`src/hw/sched_ptr_pkg.sv`:
```
// Constants for the schedule pointer register group
package sched_ptr_pkg;
    // ****************************************
    // Register map
    // ****************************************
    localparam logic [7:0] periodic_frame_list_base_off = 8'h34;
    localparam logic [7:0] async_queue_head_pointer_off = 8'h38;
    localparam logic [7:0] port_routing_config_flag_off = 8'h60;
    localparam logic [31:0] reg_reset = 32'h00000000;
    localparam logic [31:0] base_mask = 32'hfffff000;
    localparam logic [31:0] async_mask = 32'hffffffe0;
    localparam logic [31:0] flag_mask = 32'h00000001;
    localparam int routing_configured_bit = 0;
    localparam int wide_addressing_capable_bit = 0;
    // ****************************************
    // Address composition
    // ****************************************
    localparam int addr_msb = 31;
    localparam int base_lsb = 12;
    localparam int index_lsb = 3;
    localparam int index_msb_1024 = 12;
    localparam int index_msb_512 = 11;
    localparam int index_msb_256 = 10;
    localparam logic [1:0] entry_pad = 2'h0;
    // ****************************************
    // Frame list sizes
    // ****************************************
    localparam logic [1:0] size_1024 = 2'h0;
    localparam logic [1:0] size_512 = 2'h1;
    localparam logic [1:0] size_256 = 2'h2;
    localparam int num_ports = 2;
endpackage

```
`src/hw/usb_host_schedule_pointer_regs.sv`:
```
// Schedule pointer and configure flag register group
`timescale 1ns/10ps
module usb_host_schedule_pointer_regs (
    input wire logic core_clk,
    input wire logic resetn,
    input wire logic [7:0] reg_addr,
    input wire logic reg_wr,
    input wire logic reg_rd,
    input wire logic [31:0] reg_wdata,
    output logic [31:0] reg_rdata,
    input wire logic [13:0] frame_index_counter,
    input wire logic [1:0] frame_list_size_code,
    input wire logic [31:0] capability_parameters_register,
    input wire logic [31:0] upper_address_segment_register,
    output logic [31:0] periodic_entry_addr,
    output logic [31:0] periodic_entry_addr_hi,
    output logic [31:0] async_head_addr,
    output logic [31:0] async_head_addr_hi,
    output logic [1:0] port_to_companion,
    output logic [1:0] port_to_this_hc
);
    // ****************************************
    // Types
    // ****************************************
    // Register selected by an offset; one decode serves writes and reads
    typedef enum logic [1:0] {
        sel_none = 2'h0,
        sel_base = 2'h1,
        sel_async = 2'h3,
        sel_flag = 2'h2
    } reg_sel_t;

    typedef struct packed {
        logic [31:0] base;
        logic [31:0] async_ptr;
        logic [31:0] flag;
        logic [31:0] rdata;
        logic [31:0] entry;
        logic [31:0] entry_hi;
        logic [31:0] head;
        logic [31:0] head_hi;
        logic [1:0] companion;
        logic [1:0] this_hc;
    } state_t;

    // ****************************************
    // State
    // ****************************************
    state_t cur;
    state_t next_cur;

    // ****************************************
    // Combinational helpers
    // ****************************************
    reg_sel_t addr_sel;
    logic [9:0] list_index;
    logic [31:0] upper_half;

    // ****************************************
    // Functions
    // ****************************************
    function automatic reg_sel_t decode_sel(input logic [7:0] addr);
        case (addr)
            sched_ptr_pkg::periodic_frame_list_base_off: begin
                decode_sel = sel_base;
            end
            sched_ptr_pkg::async_queue_head_pointer_off: begin
                decode_sel = sel_async;
            end
            sched_ptr_pkg::port_routing_config_flag_off: begin
                decode_sel = sel_flag;
            end
            default: begin
                decode_sel = sel_none;
            end
        endcase
    endfunction

    function automatic logic [31:0] upper_of(input logic [31:0] caps, input logic [31:0] seg);
        // Upper half stays zero on a 32-bit controller
        if (caps[sched_ptr_pkg::wide_addressing_capable_bit]) begin
            upper_of = seg;
        end
        else begin
            upper_of = sched_ptr_pkg::reg_reset;
        end
    endfunction

    function automatic logic [9:0] index_of(input logic [13:0] fic, input logic [1:0] code);
        // Index bits above N are forced to zero so smaller lists wrap
        unique case (code)
            sched_ptr_pkg::size_1024: begin
                index_of = fic[sched_ptr_pkg::index_msb_1024:sched_ptr_pkg::index_lsb];
            end
            sched_ptr_pkg::size_512: begin
                index_of = {1'h0, fic[sched_ptr_pkg::index_msb_512:sched_ptr_pkg::index_lsb]};
            end
            sched_ptr_pkg::size_256: begin
                index_of = {2'h0, fic[sched_ptr_pkg::index_msb_256:sched_ptr_pkg::index_lsb]};
            end
            // Reserved code takes the smallest list, so fetches never leave the aligned page
            default: begin
                index_of = {2'h0, fic[sched_ptr_pkg::index_msb_256:sched_ptr_pkg::index_lsb]};
            end
        endcase
    endfunction

    function automatic logic [31:0] write_value(input logic [31:0] data, input logic [31:0] keep);
        // Reserved positions are stored as zero whatever software sends
        write_value = data & keep;
    endfunction

    function automatic logic [31:0] read_value(input reg_sel_t sel, input state_t st);
        unique case (sel)
            sel_base: begin
                read_value = st.base;
            end
            sel_async: begin
                read_value = st.async_ptr;
            end
            sel_flag: begin
                read_value = st.flag;
            end
            sel_none: begin
                read_value = sched_ptr_pkg::reg_reset;
            end
        endcase
    endfunction

    function automatic logic [1:0] route_of(input logic [31:0] flag);
        route_of = {sched_ptr_pkg::num_ports{flag[sched_ptr_pkg::routing_configured_bit]}};
    endfunction

    // ****************************************
    // Next state
    // ****************************************
    always_comb begin
        next_cur = cur;
        addr_sel = decode_sel(reg_addr);
        list_index = index_of(frame_index_counter, frame_list_size_code);
        upper_half = upper_of(capability_parameters_register, upper_address_segment_register);

        // Register writes
        if (reg_wr) begin
            unique case (addr_sel)
                sel_base: begin
                    next_cur.base = write_value(reg_wdata, sched_ptr_pkg::base_mask);
                end
                sel_async: begin
                    next_cur.async_ptr = write_value(reg_wdata, sched_ptr_pkg::async_mask);
                end
                sel_flag: begin
                    next_cur.flag = write_value(reg_wdata, sched_ptr_pkg::flag_mask);
                end
                sel_none: begin
                end
            endcase
        end

        // Read data lasts one cycle and is zero otherwise, so a stale word never looks fresh
        next_cur.rdata = sched_ptr_pkg::reg_reset;
        if (reg_rd) begin
            // A read in the same cycle as a write returns the old value
            next_cur.rdata = read_value(addr_sel, cur);
        end

        // Schedule addresses
        next_cur.entry = {
            cur.base[sched_ptr_pkg::addr_msb:sched_ptr_pkg::base_lsb],
            list_index,
            sched_ptr_pkg::entry_pad
        };
        next_cur.entry_hi = upper_half;
        next_cur.head = cur.async_ptr;
        next_cur.head_hi = upper_half;

        // Default routing only; per-port ownership overrides live elsewhere
        next_cur.this_hc = route_of(cur.flag);
        next_cur.companion = ~route_of(cur.flag);

        // Reset
        if (!resetn) begin
            next_cur = '0;
            next_cur.companion = '1;
        end
    end

    // ****************************************
    // Registers
    // ****************************************
    always_ff @(posedge core_clk) begin
        cur <= next_cur;
    end

    // ****************************************
    // Outputs
    // ****************************************
    // Every output is a flop of the state word
    assign reg_rdata = cur.rdata;
    assign periodic_entry_addr = cur.entry;
    assign periodic_entry_addr_hi = cur.entry_hi;
    assign async_head_addr = cur.head;
    assign async_head_addr_hi = cur.head_hi;
    assign port_to_companion = cur.companion;
    assign port_to_this_hc = cur.this_hc;
endmodule

```
`config.mk`:
```
export PLATFORM = sky130hd
export DESIGN_NAME = usb_host_schedule_pointer_regs
export DESIGN_NICKNAME = d
export VERILOG_FILES = /design/src/hw/sched_ptr_pkg.sv /design/src/hw/usb_host_schedule_pointer_regs.sv
export SDC_FILE = /design/constraint.sdc
export NUM_CORES = 1
export LEC_CHECK = 0
export BUFFER_PORTS_ARGS = -buffer_cell sky130_fd_sc_hd__buf_2
export CAP_MARGIN = 10
export CORE_AREA = 4 4 121 123
export DETAILED_ROUTE_END_ITERATION = 16
export DIE_AREA = 0 0 125 127
export MAX_ROUTING_LAYER = met4
export PLACE_DENSITY = 0.82
export SYNTH_ARGS = -nofsm -noshare
export SYNTH_HDL_FRONTEND = slang
export SYNTH_SLANG_ARGS = --single-unit
```
`constraint.sdc`:
```
create_clock -name core_clk -period 1.6 [get_ports core_clk]
set_input_delay 0.4 -clock core_clk [delete_from_list [all_inputs] [get_ports core_clk]]
set_output_delay 0.4 -clock core_clk [all_outputs]
set_load 0.1 [all_outputs]
```
==> results of run 1 <==
-- stage by stage --
step | instance area [sq um] | power, W | std cells
floorplan | 6350 | 0.00524 | 641
global placement | 6530 | 0.00533 | 880
detailed placement | 6530 | 0.00533 | 880
CTS | 7110 | 0.00907 | 909
global route | 7220 | 0.00933 | 910
finish | 7220 | 0.00898 | 910
-- timing repair --
| action | CTS | global route |
|---|---|---|
| endpoints found under the hold margin | 0 | 0 |
| setup endpoints to repair | 17 | 45 |
| gates resized for setup | 15 | 44 |
| hold buffers | 0 | 0 |
-- kinds of logic (layout without fill, tap and decap cells) --
group | count (synthesis) | count (layout) | synth area share, %
other | 1 | 12 | 0.0594
AOI/OAI and AO/OA | 20 | 20 | 2.38
DFF | 167 | 167 | 53.0
and+or+nand+nor | 155 | 155 | 12.2
buffers and inverters | 240 | 328 | 24.8
muxes | 48 | 48 | 7.61
-- layout make-up --
class                           instances  area (sq um)
Fill cell                            1227          6450
Sequential cell                       167          3340
Timing Repair Buffer                  251          1490
Multi-Input combinational cell        234          1440
Clock buffer                           21           460
Tap cell                              180           225
Inverter                               48           180
Clock inverter                          8          76.3
Antenna cell                            1          2.50
-- power by group --
part / switching (W) / internal [W]
Sequential: 0.0000200 / 0.00421
Combinational: 0.000836 / 0.000200
Clock: 0.00153 / 0.00219
-- layout by cell type, fill, tap and decap left out, drive strengths merged, types with 2 or more instances in the layout --
cell and count:
buf 207, inv 49, nand3 4, clkbuf 65
conb 11, and4bb 2, mux2i 48, nor2 20
clkinvlp 3, clkinv 3, and2 8, dfxtp 167
nand2 76, nor4b 2, a22oi 20, and3 41
-- per-layer routing --
layer,global-route usage [%],vias up,part of all wire (%)
li1,-,1997,-
met1,16.2,1871,36
met2,29.7,167,53
met3,5.60,20,8.9
met4,6.51,0,1.9
met5,-,-,0
-- cells in the mapped netlist (2+ instances only) --
cell      instances
and3_1           41
clkbuf_1         21
buf_6             2
dfxtp_1         167
buf_2             3
nor2_1           20
buf_12            2
nand3_1           3
buf_4           164
inv_1            48
mux2i_1          48
nand2_1          76
a22oi_1          20
and2_1            8
-- path summary, 6_finish.rpt --
check	from	endpoint	cells after the start
max	async_head_addr_hi[25]$_SDFF_PN0_	periodic_entry_addr_hi[25]	1
min	frame_list_size_code[0]	periodic_entry_addr[11]$_SDFF_PN0_	2
max reg2reg	cur[217]$_SDFFE_PN0P_	reg_rdata[21]$_SDFF_PN0_	2
min reg2reg	cur[164]$_SDFFE_PN0P_	port_to_companion[0]$_SDFF_PN1_	1
-- registers in the layout, indices dropped and copies added (netlist names) --
signal               flops
port_to_this_hc          1
cur                     48
reg_rdata               28
async_head_addr         27
async_head_addr_hi      32
port_to_companion        1
periodic_entry_addr     30
==> flow_summary.ini, run 1 <==
[clock_tree]
cts_tree = yes
h-tree-depth = 4
cts_made_buffers = 17
path_clk_slew_ns = 0.06
cts_buffer_depth = 2
worstSkewPairLatency_ns = 0.41
cts-root-buf = clkbuf_16
clkSinkCount = 167
post_cts_buffers = 0

[synthesis]
synth-edff-count = 0
syn_area_per_cell_sq_um = 10.0
syn_inst = 631
ys.flop_type = dfxtp_1
ys_ff_latch = 167
synth_top_area_share_pct = 53.0
yosys.area.top_type = dfxtp_1
synth_area_leaders = dfxtp_1 (53%), buf_4 (20%), mux2i_1 (7.6%)
syn_area_sq_um = 6310
ys_warn_count = 0
async_flop_share_pct = 0
seq_area_frac_synth_pct = 53.0
synth_cell_type_count = 22

[critical_path]
critical_path.cell_chain = buf_2
critPathBufInv = 1
worst-r2r-setup-slack_ns = 0.94
cp_top_family = buffers and inverters
max_stage_delay_ns = 0.45
path_max_fanout = 2
crit_type = reg2out
end_kind = output pin
cp.required_ns = 1.20
slowest_stage = buf_2
cp-start-kind = flop
critPathArrivalTime_ns = 1.22

[sta]
slew_headroom_pct = 67.3
layout_setup_ws_ns = -0.0230
slew_viol_final = 0
fin_crit_sh_pct = 101
setup_viol = 2
worst_pin_slew_ns = 0.484
fin_crit_ns = 1.62
setup_tns_ns = -0.0421
max_freq_mhz = 616
whs_ns = 0.150
final-hold-violation-count = 0
rsz0062_at_grt = yes
skew_ns = 0.00726

[placed_design]
dpl_worst_slack_ns = -0.0587
port_buffers = 237
globalplace.congestion = 0.743
hpwl_mm = 9.60

[die]
die_x_um = 125
io_pins = 288
core_sq_um = 13700
die_area_sq_um = 15900
die_h_um = 127
start_util_pct = 46.2
rows = 43

[power]
p_leak_nw = 4.23
irDropWorstVdd_mv = 0.881
powerDensity_nw_per_um2 = 1240

[outcome]
violations = setup timing
outcome = finished, violations left

[drt]
drt_iter0_drc = 142
postRouteAntennaNets = 0
wire_per_inst_um = 14.2
drc = 0
drt_pass1_iterations = 5
vias = 4055
via_per_inst = 4.46
finalWirelength_mm = 12.9

[global_routing]
overflow = 0
grt_pass1_wl_mm = 19.9
grt_pass1_vias = 3984
grt.total_usage_pct = 16.4
antenna_found_initial = 1
grt_max_degree = 64

[finish]
syn_to_final_growth_pct = 14.3
nNetsFinal = 843
drive_gt1_share_pct = 38.5
utilization_pct = 52.8

[hold_path]
hold_path_class = in2reg

[job]
cap_violations = 0
No activity file was read; power rests on OpenSTA's default activity.
==> inputs of run 2 (changes only) <==
--- a/config.mk
+++ b/config.mk
@@ -7,11 +7,13 @@
 export LEC_CHECK = 0
 export BUFFER_PORTS_ARGS = -buffer_cell sky130_fd_sc_hd__buf_2
 export CAP_MARGIN = 10
-export CORE_AREA = 4 4 121 123
+export CELL_PAD_IN_SITES_DETAIL_PLACEMENT = 0
+export CELL_PAD_IN_SITES_GLOBAL_PLACEMENT = 1
+export CORE_AREA = 4 4 142 144
 export DETAILED_ROUTE_END_ITERATION = 16
-export DIE_AREA = 0 0 125 127
+export DIE_AREA = 0 0 146 148
 export MAX_ROUTING_LAYER = met4
-export PLACE_DENSITY = 0.82
+export PLACE_DENSITY = 0.81
 export SYNTH_ARGS = -nofsm -noshare
 export SYNTH_HDL_FRONTEND = slang
 export SYNTH_SLANG_ARGS = --single-unit
==> flow_summary.ini, run 2 (same netlist as run 1, synthesis figures left out) <==
[outcome]
outcome = finished, violations left
violations = setup timing

[clock_tree]
cts_buffer_depth = 2
worstSkewPairLatency_ns = 0.41
cts-root-buf = clkbuf_16
cts_tree = yes
hold_buffers = 0
cts-resized-gates = 17
h-tree-depth = 4
path_clk_slew_ns = 0.07
clkSinkCount = 167
cts_made_buffers = 17
post_cts_buffers = 0

[critical_path]
worst-r2r-setup-slack_ns = 0.92
critical_path.cell_chain = buf_2
cp_top_family = buffers and inverters
slowest_stage = buf_2
critPathArrivalTime_ns = 1.22
r2r_end = cur[201]$_SDFFE_PN0P_
end_kind = output pin
cp-start-kind = flop
r2r-start = cur[201]$_SDFFE_PN0P_
path_max_fanout = 2
reg2reg_depth = 2
critPathBufInv = 1
max_stage_delay_ns = 0.44
cp.required_ns = 1.20
crit_type = reg2out

[finish]
final_cell_mix = dfxtp_1 (167), buf_2 (149), nand2_1 (76)
largest_register_ffs = 48
nNetsFinal = 844
drive_gt1_share_pct = 39.0
utilization_pct = 39.8
regMostFlops = cur
fin_area_sq_um = 7440
n_antenna_cell = 0
layout_commonest_cell = dfxtp_1
syn_to_final_growth_pct = 17.8

[sta]
layout_setup_ws_ns = -0.0155
fin_crit_sh_pct = 101
fin_crit_ns = 1.62
skew_ns = 0.00798
slew_headroom_pct = 65.5
rsz0062_at_grt = yes
worst_pin_slew_ns = 0.510
slew_viol_final = 0
setup_viol = 2
max_freq_mhz = 619
whs_ns = 0.147
final-hold-violation-count = 0

[die]
die_area_sq_um = 21600
die_x_um = 146
start_util_pct = 33.8
core_sq_um = 18700
io_pins = 288
die_h_um = 148
rows = 50

[drt]
via_per_inst = 4.10
drt_pass1_iterations = 4
vias = 3961
wire_per_inst_um = 14.2
finalWirelength_mm = 13.7
drc = 0
postRouteAntennaNets = 0
drt_iter0_drc = 88

[global_routing]
grt_pass1_wl_mm = 20.9
overflow = 0
grt_pass1_vias = 3892
grt.total_usage_pct = 12.7
antenna_found_initial = 0
grt_max_degree = 42

[placed_design]
port_buffers = 237
globalplace.congestion = 0.713
placed_area_sq_um = 6610
hpwl_mm = 9.76

[power]
switching_share_pct = 27.1
powerDensity_nw_per_um2 = 1280
net-switching-power_w = 0.00257
seq_power_share_pct = 44.4
power_frac_comb_pct = 11.0
clkPwrFrac_pct = 44.6
p_leak_nw = 4.26
irDropWorstVdd_mv = 0.659
finalPower_w = 0.00950
internal_power_w = 0.00693

[hold_path]
hold_depth = 2
hold_end = periodic_entry_addr[11]$_SDFF_PN0_
min_from = frame_list_size_code[0]
hold_path_class = in2reg

[job]
cap_violations = 0
run 2: changes by cell type in the layout (fill, tap and decap cells not counted), moves of 2 or more:
| cell | previous run | this run |
|---|---|---|
| buf_2 | 177 | 149 |
| clkbuf_4 | 44 | 70 |
| buf_4 | 26 | 29 |
| bufinv_16 | 1 | 3 |
| inv_6 | 1 | 3 |
run 2: power by group through the flow:
stage / clock network (W) / logic (W) / registers, W
finish: 0.00424 / 0.00104 / 0.00422
global placement: 0 / 0.00102 / 0.00431
global route: 0.00459 / 0.00108 / 0.00423
floorplan: 0 / 0.000925 / 0.00431
detailed placement: 0 / 0.00102 / 0.00432
CTS: 0.00439 / 0.00103 / 0.00422
run 2: cell type report:
cell class,instances,area [sq um]
Multi-Input combinational cell,234,1440
Tap cell,234,293
Fill cell,1861,11300
Clock inverter,13,169
Clock buffer,19,443
Timing Repair Buffer,252,1570
Sequential cell,167,3340
Inverter,48,180
run 2: worst max-delay path by stage:
stage | startpoint | endpoint | slack, ns | depth (start not counted)
after floorplan | reg_addr[6] | cur[207]$_SDFFE_PN0P_ | 0.22 | 6
after global placement | reg_addr[2] | cur[164]$_SDFFE_PN0P_ | -0.06 | 5
after detailed placement | reg_addr[0] | cur[255]$_SDFFE_PN0P_ | -0.06 | 6
after CTS | async_head_addr_hi[29]$_SDFF_PN0_ | async_head_addr_hi[29] | -0.07 | 1
after global routing | async_head_addr_hi[29]$_SDFF_PN0_ | periodic_entry_addr_hi[29] | -0.08 | 1
final | async_head_addr_hi[29]$_SDFF_PN0_ | async_head_addr_hi[29] | -0.02 | 1
run 2: routing by layer:
metal	routed length [um]	vias to the layer above	global-route usage (%)	share of wire (%)
li1	-	1985	-	-
met1	5860	1811	14.8	43
met2	6720	156	21.2	49
met3	1010	9	4.48	7.4
met4	130	0	3.39	0.95
met5	0	-	-	0
run 2: metrics by stage:
step / std cells / setup TNS [ns] / worst slack, ns
after global placement: 935 / -1.41 / -0.0562
final: 967 / -0.0307 / -0.0155
after detailed placement: 935 / -1.34 / -0.0565
after floorplan: 641 / 0 / 0.215
after CTS: 967 / -0.136 / -0.0687
after global routing: 967 / -0.191 / -0.0803
==> inputs of run 3 (changes only) <==
--- a/config.mk
+++ b/config.mk
@@ -9,9 +9,10 @@
 export CAP_MARGIN = 10
 export CELL_PAD_IN_SITES_DETAIL_PLACEMENT = 0
 export CELL_PAD_IN_SITES_GLOBAL_PLACEMENT = 1
-export CORE_AREA = 4 4 142 144
+export CORE_AREA = 4 4 102 200
 export DETAILED_ROUTE_END_ITERATION = 16
-export DIE_AREA = 0 0 146 148
+export DIE_AREA = 0 0 106 204
+export HOLD_SLACK_MARGIN = 0.08
 export MAX_ROUTING_LAYER = met4
 export PLACE_DENSITY = 0.81
 export SYNTH_ARGS = -nofsm -noshare
==> flow_summary.ini, run 3 (same netlist as run 1, synthesis figures left out) <==
[drt]
via_per_inst = 4.11
finalWirelength_mm = 14.2
drt_pass1_iterations = 4
wire_per_inst_um = 14.4
drc = 0
vias = 4046
postRouteAntennaNets = 0
drt_iter0_drc = 177

[die]
start_util_pct = 33.5
die_h_um = 204
die_area_sq_um = 21600
core_sq_um = 18800
die_x_um = 106
rows = 71
io_pins = 288

[finish]
regArea_sq_um = 3340
final_cell_mix = dfxtp_1 (167), buf_2 (146), nand2_1 (76)
fill_cells = 1921
final_cells = 985
regMostFlops = cur
drive_gt1_share_pct = 39.0
largest_register_ffs = 48
fin_area_sq_um = 7490
syn_to_final_growth_pct = 18.6
n_antenna_cell = 0
utilization_pct = 39.7
layout_commonest_cell = dfxtp_1
nNetsFinal = 841
multi_input_area_sq_um = 1450

[placed_design]
hpwl_mm = 10.2
port_buffers = 237
dpl_worst_slack_ns = 0.0107
placed_area_sq_um = 6640
globalplace.congestion = 0.737
dp_cells = 953

[critical_path]
critical_path.cell_chain = buf_2
critPathBufInv = 1
critPathArrivalTime_ns = 1.17
end_kind = output pin
r2r_end = reg_rdata[19]$_SDFF_PN0_
path_max_fanout = 2
crit_type = reg2out
slowest_stage = buf_2
cp-start-kind = flop
reg2reg_depth = 2
worst-r2r-setup-slack_ns = 0.94
max_stage_delay_ns = 0.42
cp_top_family = buffers and inverters
r2r-start = cur[215]$_SDFFE_PN0P_
cp.required_ns = 1.20

[sta]
rsz0062_at_grt = yes
setup_viol = 0
final-hold-violation-count = 0
slew_viol_final = 0
fin_crit_sh_pct = 98.3
worst_pin_slew_ns = 0.528
skew_ns = 0.00857
fin_crit_ns = 1.57
layout_setup_ws_ns = 0.0277
slew_headroom_pct = 65.0
max_freq_mhz = 636

[power]
irDropWorstVdd_mv = 0.673
powerDensity_nw_per_um2 = 1280
p_leak_nw = 4.27

[clock_tree]
post_cts_buffers = 0
cts_buffer_depth = 2
path_clk_slew_ns = 0.07
cts-root-buf = clkbuf_16
cts_tree = yes
hold_buffers = 0
cts_made_buffers = 17
h-tree-depth = 4
clkSinkCount = 167
worstSkewPairLatency_ns = 0.42

[global_routing]
antenna_found_initial = 0
grt_max_degree = 58
grt.total_usage_pct = 13.3
grt_pass1_vias = 4049
overflow = 0
grt_pass1_wl_mm = 21.2

[hold_path]
hold_end = periodic_entry_addr[11]$_SDFF_PN0_
hold_path_class = in2reg
min_from = frame_list_size_code[0]
hold_depth = 2

[outcome]
outcome = complete, no violations

[job]
cap_violations = 0
run 3: cell types whose count changed in the layout (fill, tap and decap cells not counted), moves of 2 or more:
cell	delta
buf_12	+2
buf_2	-3
buf_4	+20
clkbuf_4	-22
clkinv_2	-2
inv_8	+3
run 3: per-layer routing:
layer / global-route usage, % / wire [um] / up-vias
met1: 13.1 / 5290 / 1857
met3: 3.10 / 859 / 19
li1: - / - / 1995
met2: 24.2 / 7740 / 175
met5: - / 0 / -
met4: 6.53 / 350 / 0
run 3: report_power, final:
part           internal [W]  switching (W)  leakage, nW
Clock               0.00242        0.00185        0.299
Sequential          0.00420      0.0000222         1.35
Combinational      0.000211       0.000842         2.62
Total               0.00683        0.00272         4.27
run 3: cell type report:
type | instances | share of cell area [%]
sequential | 167 | 44.7
multi-input combinational | 234 | 19.3
clock inverter | 14 | 2.41
clock buffer | 18 | 5.87
tap | 255 | 4.26
timing repair buffer | 249 | 21.1
inverter | 48 | 2.41
run 3: worst max-delay path by stage:
stage | from | end | slack, ns | depth (start not counted)
2_1_floorplan | reg_addr[6] | cur[207]$_SDFFE_PN0P_ | 0.22 | 6
3_3_place_gp | reg_addr[1] | reg_rdata[0]$_SDFF_PN0_ | 0.01 | 5
3_5_place_dp | reg_addr[1] | reg_rdata[0]$_SDFF_PN0_ | 0.01 | 5
4_1_cts | async_head_addr_hi[24]$_SDFF_PN0_ | async_head_addr_hi[24] | -0.07 | 1
5_1_grt | port_to_this_hc[0]$_SDFF_PN0_ | port_to_this_hc[0] | -0.03 | 1
6_report | async_head_addr_hi[3]$_SDFF_PN0_ | periodic_entry_addr_hi[3] | 0.03 | 1
run 3: repair_timing:
item	4_1_cts	5_1_grt
resized for setup	42	48
endpoints found under the setup margin	44	48
hold endpoints to repair	0	0
run 3: stage by stage:
stage | hold WS [ns] | TNS, ns | total power, W
6_report | 0.133 | 0 | 0.00955
3_5_place_dp | 0.439 | 0 | 0.00534
3_3_place_gp | 0.426 | 0 | 0.00534
2_1_floorplan | 0.392 | 0 | 0.00524
5_1_grt | 0.121 | -0.0659 | 0.00989
4_1_cts | 0.112 | -0.143 | 0.00967
run 3: worst reg2reg max path, delay by kind of cell, from the launching register on:
| kind | cells | cell delay, ns |
|---|---|---|
| DFF | 1 | 0.31 |
| AOI/OAI and AO/OA | 1 | 0.18 |
| and+or+nand+nor | 1 | 0.05 |
